===== src/tsip_params.svh =====
`ifndef TSIP_PARAMS_SVH
`define TSIP_PARAMS_SVH
// clock rate in kHz
`define TSIP_MCLK_KHZ 100000
// fixed upper address nibble, msb first 0,0,1,1
`define TSIP_ADDR_FIXED 4'h3
// bus stall limit, ms; 30 ms sits inside the 25..35 ms window
`define TSIP_STALL_MS 30
`define TSIP_STALL_CYC (`TSIP_STALL_MS * `TSIP_MCLK_KHZ)
// transmit bit hold delay after scl fall, ns (rounded up to cycles)
`define TSIP_HOLD_NS 200
`define TSIP_HOLD_CYC ((`TSIP_HOLD_NS * `TSIP_MCLK_KHZ + 999999) / 1000000)
// latest bit output: rise max plus setup min, ns
`define TSIP_SETUP_NS 1250
`define TSIP_SETUP_CYC ((`TSIP_SETUP_NS * `TSIP_MCLK_KHZ) / 1000000)
// glitch suppression window, ns (rounded up to cycles)
`define TSIP_SPIKE_NS 50
`define TSIP_SPIKE_CYC ((`TSIP_SPIKE_NS * `TSIP_MCLK_KHZ + 999999) / 1000000)
`endif


===== src/tsip_pkg.sv =====
package tsip_pkg;
  typedef enum logic [4:0] {
    TSIP_IDLE = 5'h01,
    TSIP_ADDR = 5'h02,
    TSIP_RECV = 5'h04,
    TSIP_SEND = 5'h08,
    TSIP_ACK = 5'h10
  } tsip_state_t;
endpackage : tsip_pkg


===== src/tsip_port.sv =====
`timescale 1ns/1ns
`default_nettype none
`include "tsip_params.svh"
module tsip_port
  import tsip_pkg::*;
#(
  parameter int unsigned STALL_CYC = `TSIP_STALL_CYC,
  parameter int unsigned HOLD_CYC = `TSIP_HOLD_CYC
) (
  // clock and reset
  input wire logic mclk,
  input wire logic rst,
  // serial bus pins
  input wire logic scl_i,
  input wire logic sda_i,
  output logic sda_o,
  output logic sda_oe,
  // address straps, already resolved with their pull-downs
  input wire logic addr_strap_bit0,
  input wire logic addr_strap_bit1,
  input wire logic addr_strap_bit2,
  // alert pin
  input wire logic temp_out_of_limit,
  output logic alert_o,
  output logic alert_oe,
  // register side
  input wire logic [7:0] rd_data,
  output logic [7:0] ptr_q,
  output logic [7:0] wr_data_q,
  output logic wr_stb_q,
  output logic rd_stb_q
);
  logic scl_f;
  logic sda_f;
  logic scl_p_q;
  logic sda_p_q;
  logic [2:0] strap_m_q;
  logic [2:0] strap_q;
  tsip_state_t st_q;
  logic [3:0] bit_q;
  logic [7:0] sh_q;
  logic rd_q;
  logic ptr_ph_q;
  logic nack_q;
  logic ack_own_q;
  logic [31:0] stall_q;
  logic [7:0] hold_q;
  logic pend_q;
  logic pend_v_q;
  logic timeout;

  // filtered, synchronised copies of scl and sda
  tsip_filt u_scl (.mclk(mclk), .rst(rst), .pin_i(scl_i), .level_q(scl_f));
  tsip_filt u_sda (.mclk(mclk), .rst(rst), .pin_i(sda_i), .level_q(sda_f));

  // previous filtered levels for edge finding
  always_ff @(posedge mclk)
  begin
    if (rst)
    begin
      scl_p_q <= 1'b1;
      sda_p_q <= 1'b1;
    end
    else
    begin
      scl_p_q <= scl_f;
      sda_p_q <= sda_f;
    end
  end

  wire scl_rise = scl_f & ~scl_p_q;
  wire scl_fall = ~scl_f & scl_p_q;
  wire start_c = scl_f & scl_p_q & sda_p_q & ~sda_f;
  wire stop_c = scl_f & scl_p_q & ~sda_p_q & sda_f;

  // straps are pins too, so they pass two flops
  always_ff @(posedge mclk)
  begin
    strap_m_q <= {addr_strap_bit2, addr_strap_bit1, addr_strap_bit0};
    strap_q <= strap_m_q;
  end

  // stall counter, mclk based; restarts on every scl edge
  always_ff @(posedge mclk)
  begin
    if (rst || scl_f != scl_p_q || st_q == TSIP_IDLE)
      stall_q <= 32'h0;
    else if (!scl_f && stall_q < STALL_CYC)
      stall_q <= stall_q + 32'h1;
  end
  assign timeout = !scl_f && (stall_q >= STALL_CYC);

  // protocol sequencer; samples sda on scl rise, i.e. while high
  always_ff @(posedge mclk)
  begin
    if (rst)
    begin
      st_q <= TSIP_IDLE;
      bit_q <= 4'h0;
      sh_q <= 8'h00;
      rd_q <= 1'b0;
      ptr_ph_q <= 1'b0;
      nack_q <= 1'b0;
      ack_own_q <= 1'b0;
      ptr_q <= 8'h00;
      wr_data_q <= 8'h00;
      wr_stb_q <= 1'b0;
      rd_stb_q <= 1'b0;
    end
    else
    begin
      wr_stb_q <= 1'b0;
      rd_stb_q <= 1'b0;
      if (timeout || stop_c)
        st_q <= TSIP_IDLE;
      else if (start_c)
      begin
        // repeated start abandons the current byte
        st_q <= TSIP_ADDR;
        bit_q <= 4'h0;
      end
      else if (scl_rise)
      begin
        unique case (st_q)
          TSIP_IDLE: ;
          TSIP_ADDR, TSIP_RECV:
          begin
            sh_q <= {sh_q[6:0], sda_f};
            bit_q <= bit_q + 4'h1;
          end
          TSIP_SEND:
            bit_q <= bit_q + 4'h1;
          TSIP_ACK:
            nack_q <= sda_f;
        endcase
      end
      else if (scl_fall)
      begin
        unique case (st_q)
          TSIP_IDLE: ;
          TSIP_ADDR:
            if (bit_q == 4'h8)
            begin
              if (sh_q[7:1] == {`TSIP_ADDR_FIXED, strap_q})
              begin
                st_q <= TSIP_ACK;
                ack_own_q <= 1'b1; // address ack is ours, read or write
                rd_q <= sh_q[0];
                ptr_ph_q <= ~sh_q[0];
                if (sh_q[0])
                  rd_stb_q <= 1'b1;
              end
              else
                st_q <= TSIP_IDLE;
              bit_q <= 4'h0;
            end
          TSIP_RECV:
            if (bit_q == 4'h8)
            begin
              if (ptr_ph_q)
                ptr_q <= sh_q;
              else
              begin
                wr_data_q <= sh_q;
                wr_stb_q <= 1'b1;
              end
              ptr_ph_q <= 1'b0;
              ack_own_q <= 1'b1;
              st_q <= TSIP_ACK;
              bit_q <= 4'h0;
            end
          TSIP_SEND:
            if (bit_q == 4'h8)
            begin
              ack_own_q <= 1'b0; // controller answers read data
              st_q <= TSIP_ACK;
              bit_q <= 4'h0;
            end
          TSIP_ACK:
            if (rd_q && nack_q)
              st_q <= TSIP_IDLE; // nak ends a read, sda left free for stop
            else if (rd_q)
            begin
              st_q <= TSIP_SEND;
              sh_q <= rd_data;
            end
            else
              st_q <= TSIP_RECV;
        endcase
      end
    end
  end

  // sda update held off HOLD_CYC after scl falls HOLD_CYC is far
  // below the 1250 ns deadline, so the bit is out in time
  always_ff @(posedge mclk)
  begin
    if (rst || scl_rise || timeout || start_c || stop_c)
      hold_q <= 8'h00;
    else if (scl_fall)
      hold_q <= 8'(HOLD_CYC);
    else if (hold_q != 8'h00)
      hold_q <= hold_q - 8'h01;
  end

  // what the line should show once the hold expires
  always_ff @(posedge mclk)
  begin
    if (rst)
    begin
      pend_q <= 1'b0;
      pend_v_q <= 1'b0;
    end
    else
    begin
      pend_v_q <= scl_fall;
      if (pend_v_q)
      begin
        unique case (st_q)
          TSIP_ACK: pend_q <= 1'b0;
          TSIP_SEND: pend_q <= ~sh_q[3'h7 - bit_q[2:0]];
          default: pend_q <= 1'b0;
        endcase
      end
    end
  end

  // open-drain sda: only ever drives low scl is never driven
  always_ff @(posedge mclk)
  begin
    if (rst || timeout || start_c || stop_c || st_q == TSIP_IDLE)
    begin
      sda_oe <= 1'b0;
      sda_o <= 1'b0;
    end
    else if (hold_q == 8'h01 || (HOLD_CYC == 0 && pend_v_q))
    begin
      // own ack slot, else the pending data bit
      sda_oe <= (st_q == TSIP_ACK && ack_own_q) || (st_q == TSIP_SEND && pend_q);
      sda_o <= 1'b0;
    end
  end

  // alert pin: pull low while out of limit, else release
  always_ff @(posedge mclk)
  begin
    if (rst)
    begin
      alert_oe <= 1'b0;
      alert_o <= 1'b0;
    end
    else
    begin
      alert_oe <= temp_out_of_limit;
      alert_o <= 1'b0;
    end
  end
endmodule : tsip_port
`default_nettype wire


===== src/tsip_filt.sv =====
`timescale 1ns/1ns
`default_nettype none
`include "tsip_params.svh"
// two-flop synchroniser followed by a stability filter
module tsip_filt #(
  parameter int unsigned CYC = `TSIP_SPIKE_CYC
) (
  // clock and reset
  input wire logic mclk,
  input wire logic rst,
  // raw pin and clean level
  input wire logic pin_i,
  output logic level_q
);
  logic meta_q;
  logic sync_q;
  logic [3:0] cnt_q;

  // first flop feeds only the second
  always_ff @(posedge mclk)
  begin
    meta_q <= pin_i;
    sync_q <= meta_q;
  end

  // level follows only after the input has been steady for CYC + 1 cycles
  always_ff @(posedge mclk)
  begin
    if (rst)
    begin
      level_q <= 1'b1;
      cnt_q <= 4'h0;
    end
    else if (sync_q == level_q)
      cnt_q <= 4'h0;
    else if (cnt_q >= 4'(CYC))
    begin
      level_q <= sync_q;
      cnt_q <= 4'h0;
    end
    else
      cnt_q <= cnt_q + 4'h1;
  end
endmodule : tsip_filt
`default_nettype wire


===== config.mk =====
export PLATFORM = sky130hd
export DESIGN_NAME = tsip_port
export DESIGN_NICKNAME = d
export VERILOG_FILES = /design/src/tsip_pkg.sv /design/src/tsip_port.sv /design/src/tsip_filt.sv
export VERILOG_INCLUDE_DIRS = /design/src
export SDC_FILE = /design/constraint.sdc
export NUM_CORES = 1
export LEC_CHECK = 0
export BUFFER_PORTS_ARGS = -buffer_cell sky130_fd_sc_hd__buf_2
export CORE_UTILIZATION = 30
export CTS_CLUSTER_SIZE = 40
export DETAILED_ROUTE_END_ITERATION = 10
export MAX_ROUTING_LAYER = met4
export SYNTH_ARGS = -nofsm -noshare
export SYNTH_HDL_FRONTEND = slang
export SYNTH_SLANG_ARGS = --single-unit
export TNS_END_PERCENT = 5

===== constraint.sdc =====
create_clock -name mclk -period 4 [get_ports mclk]
set_clock_uncertainty 0.2 [all_clocks]
set_input_delay 0.2 -clock mclk [delete_from_list [all_inputs] [get_ports mclk]]
set_output_delay 0.2 -clock mclk [all_outputs]
set_load 0.02 [all_outputs]

==> results of run 1 <==
[stage by stage]
| stage | util [%] | instance area (µm²) |
|---|---|---|
| finish | 35.11 | 5338 |
| global route | 35.11 | 5338 |
| CTS | 35.11 | 5338 |
| detailed placement | 32.77 | 4981 |
| global placement | 32.77 | 4981 |
| floorplan | - | 4676 |
[repair_timing]
| item | in CTS | in global routing |
|---|---|---|
| endpoints found under the hold margin | 6 | 0 |
| gates resized for setup | 0 | 0 |
| hold buffers | 6 | 0 |
[power breakdown]
part           internal (mW)  switching [mW]  leakage, nW
Sequential              1.08          0.0264        0.852
Combinational          0.109           0.133         1.23
Clock                  0.488           0.383        0.139
Total                   1.68           0.542         2.22
[cells in the mapped netlist (3+ instances only)]
| library cell | number | share of area, % |
|---|---|---|
| and4_1 | 4 | 0.75 |
| nand2_1 | 15 | 1.2 |
| nor4_1 | 7 | 0.94 |
| nor3_1 | 11 | 1.2 |
| nand4_1 | 5 | 0.67 |
| buf_6 | 4 | 0.96 |
| nand2b_1 | 7 | 0.94 |
| a21oi_1 | 20 | 2.1 |
| mux2i_1 | 29 | 6.2 |
| o21ai_0 | 13 | 1.4 |
| xnor2_1 | 14 | 2.6 |
| clkbuf_1 | 10 | 0.80 |
| or2_2 | 4 | 0.54 |
| xor2_1 | 18 | 3.4 |
| and3_1 | 12 | 1.6 |
| dfxtp_1 | 105 | 45 |
| and3b_1 | 3 | 0.56 |
| mux2_2 | 8 | 1.9 |
| nand3_1 | 21 | 2.2 |
| a211oi_1 | 3 | 0.48 |
| or4_1 | 4 | 0.64 |
| or3_1 | 4 | 0.54 |
| inv_1 | 15 | 1.2 |
| nor2_1 | 71 | 5.7 |
| nor3b_1 | 5 | 0.80 |
| nor2b_1 | 6 | 0.80 |
| ha_1 | 17 | 4.6 |
| and2_1 | 19 | 2.5 |
[flip-flops by register name, indices dropped and copies added (netlist names), 3 cells and up]
register / count
bit_q: 4
hold_q: 8
ptr_q: 8
sh_q: 8
st_q: 5
stall_q: 32
strap_m_q: 3
strap_q: 3
u_scl.cnt_q: 4
u_sda.cnt_q: 4
wr_data_q: 8
[final timing paths]
kind                        to  slack [ns]          start
hold / removal         sh_q[7]        0.02     rd_data[7]
setup reg to reg      bit_q[3]        0.95  u_scl.level_q
setup / recovery      bit_q[3]        0.95  u_scl.level_q
hold reg to reg   u_scl.sync_q        0.13   u_scl.meta_q
[cell type report]
type	count	share of cell area, %
clock buffers	10	4.290
clock inverters	6	1.266
inverters	15	1.055
multi-input cells	355	45.05
flip-flops and latches	105	39.38
well taps	188	4.407
repair buffers	42	4.548
[metal layers]
layer / GRT usage, % / share of wire [%] / up-vias
met5: - / 0 / -
met1: 16.81 / 47 / 1659
met3: 2.362 / 3.4 / 10
li1: - / - / 1774
met2: 20.28 / 47 / 65
met4: 5.112 / 1.6 / 0
[worst max-delay path, stage by stage (launching register included)]
cell      delay, ns
dfxtp_1        0.76
ha_1           0.78
nor2_1         0.13
a311oi_2       0.33
nor2_2         0.11
or4_1          0.53
a21oi_1        0.13
[cells by family (layout without fill, tap and decap cells)]
family / count (synthesis) / count (layout) / share of synthesized area (%)
and+or+nand+nor: 206 / 206 / 23.06
DFF: 105 / 105 / 44.99
AOI/OAI and AO/OA: 59 / 59 / 8.597
muxes: 39 / 39 / 9.106
buffers and inverters: 33 / 73 / 3.615
xor gates and xnor gates: 32 / 32 / 5.999
adders and majority gates: 17 / 17 / 4.553
other: 1 / 2 / 0.08027
==> reports/results.env, run 1 <==
MIN_DELAY_PATH_DEPTH=4
PATH_MAX_FANOUT=18
SYNTH_SEQ_CELLS=105
FF2FF_PATH_DEPTH=6
POSTSYNTH.ASYNCRESETSHARE_PCT=0
FINALNONFILLERCELLS=721
GRT_ANTENNA_BEFORE_REPAIR=0
YOSYSSEQAREASHARE_PCT=44.99
LAYOUT.CELLS.MOST_COMMON='dfxtp_1'
DETAILEDPLACEMENTHPWL_MM=6.830
VIAS_PER_CELL=4.865
CTS_MAX_PATH_BUFFERS=2
FIRST_GLOBAL_VIAS=3321
IO-PIN-COUNT=38
SYNTH.CELL_AREA_MM2=0.004672
AVGROUTEDWIREPERCELL_UM=13.38
NUM_ANTENNA_CELLS=0
SYN-INSTANCE-COUNT=492
WORST_SKEW_PAIR_LATER_PIN_LATENCY_NS=0.34
POST-CTS-SETUP-BUFFERS=0
CLOCKROOTBUFFER='clkbuf_16'
FIN_HOLD_WS_NS=0.02455
FIN_SETUP_TNS_NS=0
LAYOUT.CELLS.MOST_COMMON_LIST='dfxtp_1, nor2_1, buf_2'
IR_WORST_VDD_mV=0.2074
POWER.STATIC_LEAKAGE_nW=2.223
CLK_PIN_SLEW_NS=0.07
ROW_COUNT=45
STATUS='finished, final reports clean'
DRV_SLEW=0
DRIVE_GT1_SHARE_PCT=13.88
LAYOUT.AREA.SEQ_MM2=0.002102
CRITPATHKIND='reg2reg'
GP_CONGESTION=0.8279
FINALCRITPERIODSHARE_PCT=76.25
FMAXACHIEVABLE_MHz=327.9
STARTPOINT_TYPE='flop'
DIEAREA_MM2=0.01608
MAX_CAP_VIOL_COUNT=0
TIMING.FINAL.HOLD_VIOLATIONS=0
TIMING.HOLD.WORST.CLASS='in2reg'
TRITONCTS='done'
GR-USAGE-ALL-LAYERS_PCT=13.04
SYNTHESIS.YOSYS.WARNINGS=0
POWER_CONSUMPTION_mW=2.219
DP_SLACK_NS=0.9225
MULTIINPUTGATEAREA_MM2=0.002405
NUMBER_OF_ENDPOINTS_FAILING_SETUP_AT_THE_FINAL_STAGE=0
PORT_BUFFERS=35
NUMBER_OF_ITERATIONS_IN_THE_FIRST_DETAILED_ROUTING_PASS=4
WORST-ENDPOINT-ARRIVAL_NS=3.12
TRITONCTS_NUM_SINKS=105
POST-PLACE-CELLS=699
CP_DATA_REQUIRED_TIME_NS=4.07
GRT_PASS1_WL_MM=16.37
INITIAL_CORE_UTIL_PCT=30.73
DIE_Y_UM=126.8
DIE_WIDTH_UM=126.8
POSTSYNTH.TOPFLOPCELL='dfxtp_1'
TOTALWIRELENGTH_MM=9.646
AVGSYNTHCELLAREA_UM2=9.496
DR_TOTAL_VIAS=3508
MINIMUM_SETUP_SLACK_IN_THE_FINAL_DESIGN_NS=0.9502
MAXSLEWHEADROOM_PCT=29.31
HTREE_LEVELS=3
GRT_MAX_DEGREE=47
FINAL_NETS=561
CP-END-KIND='flop'
SYN2LAYOUT_AREA_GROWTH_PCT=14.25
RSZ0062_AT_GRT='no'
P_PER_AREA_mW_PER_MM2=415.7
POST_SYNTH_NUM_CELL_TYPES=58
FINALWORSTPATHREQUIREDPERIOD_NS=3.050
DETAIL_ROUTE.ITER0.VIOLATIONS=241
POSTROUTEANTENNANETS=0
SYNTH_ENABLE_FLOP_CELLS=0
DRCVIOLATIONCOUNT=0
CORE_REGION_AREA_MM2=0.01520
WORST_PIN_SLEW_NS=1.054
NUMCTSBUFFERS=9
FILLERS=1550
GRT_REMAINING_OVERFLOW=0
No activity file was read; power rests on OpenSTA's default activity.
==> inputs of run 2 (changes only) <==
==> constraint.sdc (replaced) <==
create_clock -name mclk -period 3.17 [get_ports mclk]
set_clock_uncertainty 0.2 [all_clocks]
set_input_delay 0.1585 -clock mclk [delete_from_list [all_inputs] [get_ports mclk]]
set_output_delay 0.1585 -clock mclk [all_outputs]
set_load 0.02 [all_outputs]
==> run 2 against run 1 <==
Core utilization is 0.42 points higher. Clock power rose by 24%. Critical endpoint is now wr_data_q[1]. Cell count up 1.1%. Highest routed layer unchanged. Count of clock-buffer cells in the layout decreased by 1. Largest cell class unchanged.
==> reports/results.env, run 2 (same netlist as run 1, synthesis figures left out) <==
LARGEST_REG_FLOPS=32  # unchanged
TIMING.CRITICAL_PATH.CELLS='inv_1 > ha_1 > buf_4 > nor2b_1 > nand2_1 > nor2_1 > o2111ai_2 > mux2i_1 > nor2_1'  # was ha_1 > nor2_1 > a311oi_2 > nor2_2 > or4_1 > a21oi_1
INITIAL_CORE_UTIL_PCT=30.73  # unchanged
GR-USAGE-ALL-LAYERS_PCT=13.19  # was 13.04%
DRIVE_GT1_SHARE_PCT=14.60  # was 13.88%
FINALNONFILLERCELLS=729  # was 721
P_PER_AREA_mW_PER_MM2=514.4  # was 415.7 mW/mm²
R2R-END='wr_data_q[1]'  # was bit_q[3]
PATH_COMMON_CELL='nor2_1'
TRITONCTS='done'  # unchanged
FINAL_NETS=569  # was 561
DP_SLACK_NS=0.5532  # was 0.9225 ns
VIAS_PER_CELL=4.893  # was 4.865
DETAIL_ROUTE.ITER0.VIOLATIONS=145  # was 241
GRT_PASS1_WL_MM=16.56  # was 16.37 mm
CORE_REGION_AREA_MM2=0.01520  # unchanged
NUMBER_OF_ITERATIONS_IN_THE_FIRST_DETAILED_ROUTING_PASS=4  # unchanged
HP-START='rd_data[3]'  # was rd_data[7]
LAYOUT.CELLS.MOST_COMMON='dfxtp_1'  # unchanged
GRT_ANTENNA_BEFORE_REPAIR=0  # unchanged
GRT_MAX_DEGREE=47  # unchanged
TIMING.FINAL.HOLD_VIOLATIONS=0  # unchanged
DRCVIOLATIONCOUNT=0  # unchanged
PATH_MAX_FANOUT=13  # was 18
NUMCTSBUFFERS=9  # unchanged
POST-CTS-SETUP-BUFFERS=0  # unchanged
ROW_COUNT=45  # unchanged
TIMING.HOLD.WORST.CLASS='in2reg'  # unchanged
PORT_BUFFERS=35  # unchanged
STARTPOINT_TYPE='flop'  # unchanged
LAYOUT.CELLS.MOST_COMMON_LIST='dfxtp_1, nor2_1, buf_2'  # unchanged
HTREE_LEVELS=3  # unchanged
GRTUSAGEMET2_PCT=21.19  # was 20.28%
DIE_Y_UM=126.8  # unchanged
REGISTERS.TOP_BY_FF_COUNT='stall_q'  # unchanged
FINALCRITPERIODSHARE_PCT=81.29  # was 76.25%
WORST-ENDPOINT-ARRIVAL_NS=2.59  # was 3.12 ns
CP_DATA_REQUIRED_TIME_NS=3.18  # was 4.07 ns
CRITPATHKIND='reg2reg'  # unchanged
TRITONCTS_NUM_SINKS=105  # unchanged
UTILIZATION_PCT=35.53  # was 35.11%
MIN_DELAY_PATH_DEPTH=4  # unchanged
POST-PLACE-CELLS=703  # was 699
CLOCKROOTBUFFER='clkbuf_16'  # unchanged
WORST_PIN_SLEW_NS=0.8481  # was 1.054 ns
FINALWORSTPATHREQUIREDPERIOD_NS=2.577  # was 3.050 ns
DRV_SLEW=0  # unchanged
TOTALWIRELENGTH_MM=9.801  # was 9.646 mm
DETAILEDPLACEMENTHPWL_MM=6.979  # was 6.830 mm
GRT_REMAINING_OVERFLOW=0  # unchanged
FMAXACHIEVABLE_MHz=388.1  # was 327.9 MHz
GP_CONGESTION=0.8041  # was 0.8279
FIRST_GLOBAL_VIAS=3477  # was 3,321
NUMBER_OF_ENDPOINTS_FAILING_SETUP_AT_THE_FINAL_STAGE=0  # unchanged
MAXSLEWHEADROOM_PCT=43.46  # was 29.31%
DIE_WIDTH_UM=126.8  # unchanged
GLOBALROUTEMET1UTIL_PCT=16.69  # was 16.81%
MAX_CAP_VIOL_COUNT=0  # unchanged
TIMING.CRITICAL_PATH.SLOWEST_CELL_DELAY_NS=0.40  # was 0.78 ns
CP-END-KIND='flop'  # unchanged
NUM_ANTENNA_CELLS=0  # unchanged
GLOBALROUTE.BUSIESTLAYER='met2'  # unchanged
WORST_SKEW_PAIR_LATER_PIN_LATENCY_NS=0.35  # was 0.34 ns
SYN2LAYOUT_AREA_GROWTH_PCT=15.61  # was 14.25%
FILLERS=1550  # unchanged
POSTROUTEANTENNANETS=0  # unchanged
AVGROUTEDWIREPERCELL_UM=13.44  # was 13.38 µm
MINIMUM_SETUP_SLACK_IN_THE_FINAL_DESIGN_NS=0.5931  # was 0.9502 ns
POWER.STATIC_LEAKAGE_nW=2.260  # was 2.223 nW
DR_TOTAL_VIAS=3567  # was 3,508
CTS_MAX_PATH_BUFFERS=2  # unchanged
FF2FF_PATH_DEPTH=9  # was 6
REG2REG_SETUP_SLACK_NS=0.59  # was 0.95 ns
STATUS='finished, final reports clean'  # unchanged
USE_MET3_PCT=2.067  # was 2.362%
DIEAREA_MM2=0.01608  # unchanged
CLK_PIN_SLEW_NS=0.07  # about the same
WORST_PATH_MAX_DELAY_CELL='o2111ai_2'  # was ha_1
IR_WORST_VDD_mV=0.2235  # was 0.2074 mV
RSZ0062_AT_GRT='no'  # unchanged
FIN_SETUP_TNS_NS=0  # unchanged
IO-PIN-COUNT=38  # unchanged
R2R_STARTPOINT='scl_p_q'  # was u_scl.level_q
MIN_DELAY_WORST_ENDPOINT='sh_q[3]'  # was sh_q[7]
## run 2: cell types whose count changed in the layout (fill, tap and decap cells not counted)
cell           change
clkinv_4           +3
clkinv_2           -1
buf_4              +4
dlygate4sd3_1      +4
clkbuf_1           -1
bufinv_16          -1
inv_6              -1
inv_8              +2
clkinvlp_4         -1
## run 2: where the power goes
| group | internal (mW) | switching, mW | total (mW) |
|---|---|---|---|
| combinational | 0.141 | 0.162 | 0.303 |
| sequential | 1.36 | 0.0330 | 1.40 |
| clock | 0.550 | 0.531 | 1.08 |
## run 2: routing by layer
layer / up-vias / part of all wire (%)
met5: - / 0
met4: 0 / 1.6
met3: 13 / 4.1
met2: 69 / 47
met1: 1692 / 48
li1: 1793 / -
## run 2: critical path: cells and delay by family (launching register included)
| kind | cells | cell delay [ns] |
|---|---|---|
| compound gates | 1 | 0.40 |
| fa+ha+maj | 1 | 0.25 |
| buf+inv | 2 | 0.28 |
| mux | 1 | 0.28 |
| flops | 1 | 0.38 |
| simple gates | 4 | 0.65 |
## run 2: how the worst max path moves through the flow
stage	to	slack, ns	startpoint	cells after the start
4_1_cts	wr_data_q[1]	0.56	scl_p_q	9
6_report	wr_data_q[1]	0.59	scl_p_q	9
3_3_place_gp	bit_q[2]	0.72	u_scl.level_q	7
3_5_place_dp	wr_data_q[4]	0.55	scl_p_q	9
2_1_floorplan	bit_q[2]	0.45	u_scl.level_q	9
5_1_grt	wr_data_q[4]	0.36	scl_p_q	9
## run 2: final cells by class
cell class | instances | area [µm²] | area share [%]
well taps | 188 | 235.2 | 4.355
clock inverters | 7 | 65.06 | 1.205
multi-input cells | 355 | 2405 | 44.52
repair buffers | 50 | 312.8 | 5.791
flip-flops and latches | 105 | 2102 | 38.92
inverters | 15 | 56.30 | 1.042
clock buffers | 9 | 225.2 | 4.170
## run 2: timing repair
item | CTS | global route
setup endpoints to repair | 0 | 0
hold buffers | 10 | 0
resized for setup | 0 | 0
hold endpoints to repair | 10 | 0
## run 2: per-stage QoR
step                power [mW]  hold WS (ns)  area [µm²]
CTS                      2.810      0.002049        5401
detailed placement       1.719       0.06374        5011
global route             2.914       0.01098        5401
floorplan                1.665      -0.01378        4676
global placement         1.712       0.06344        5011
finish                   2.779      0.007850        5401
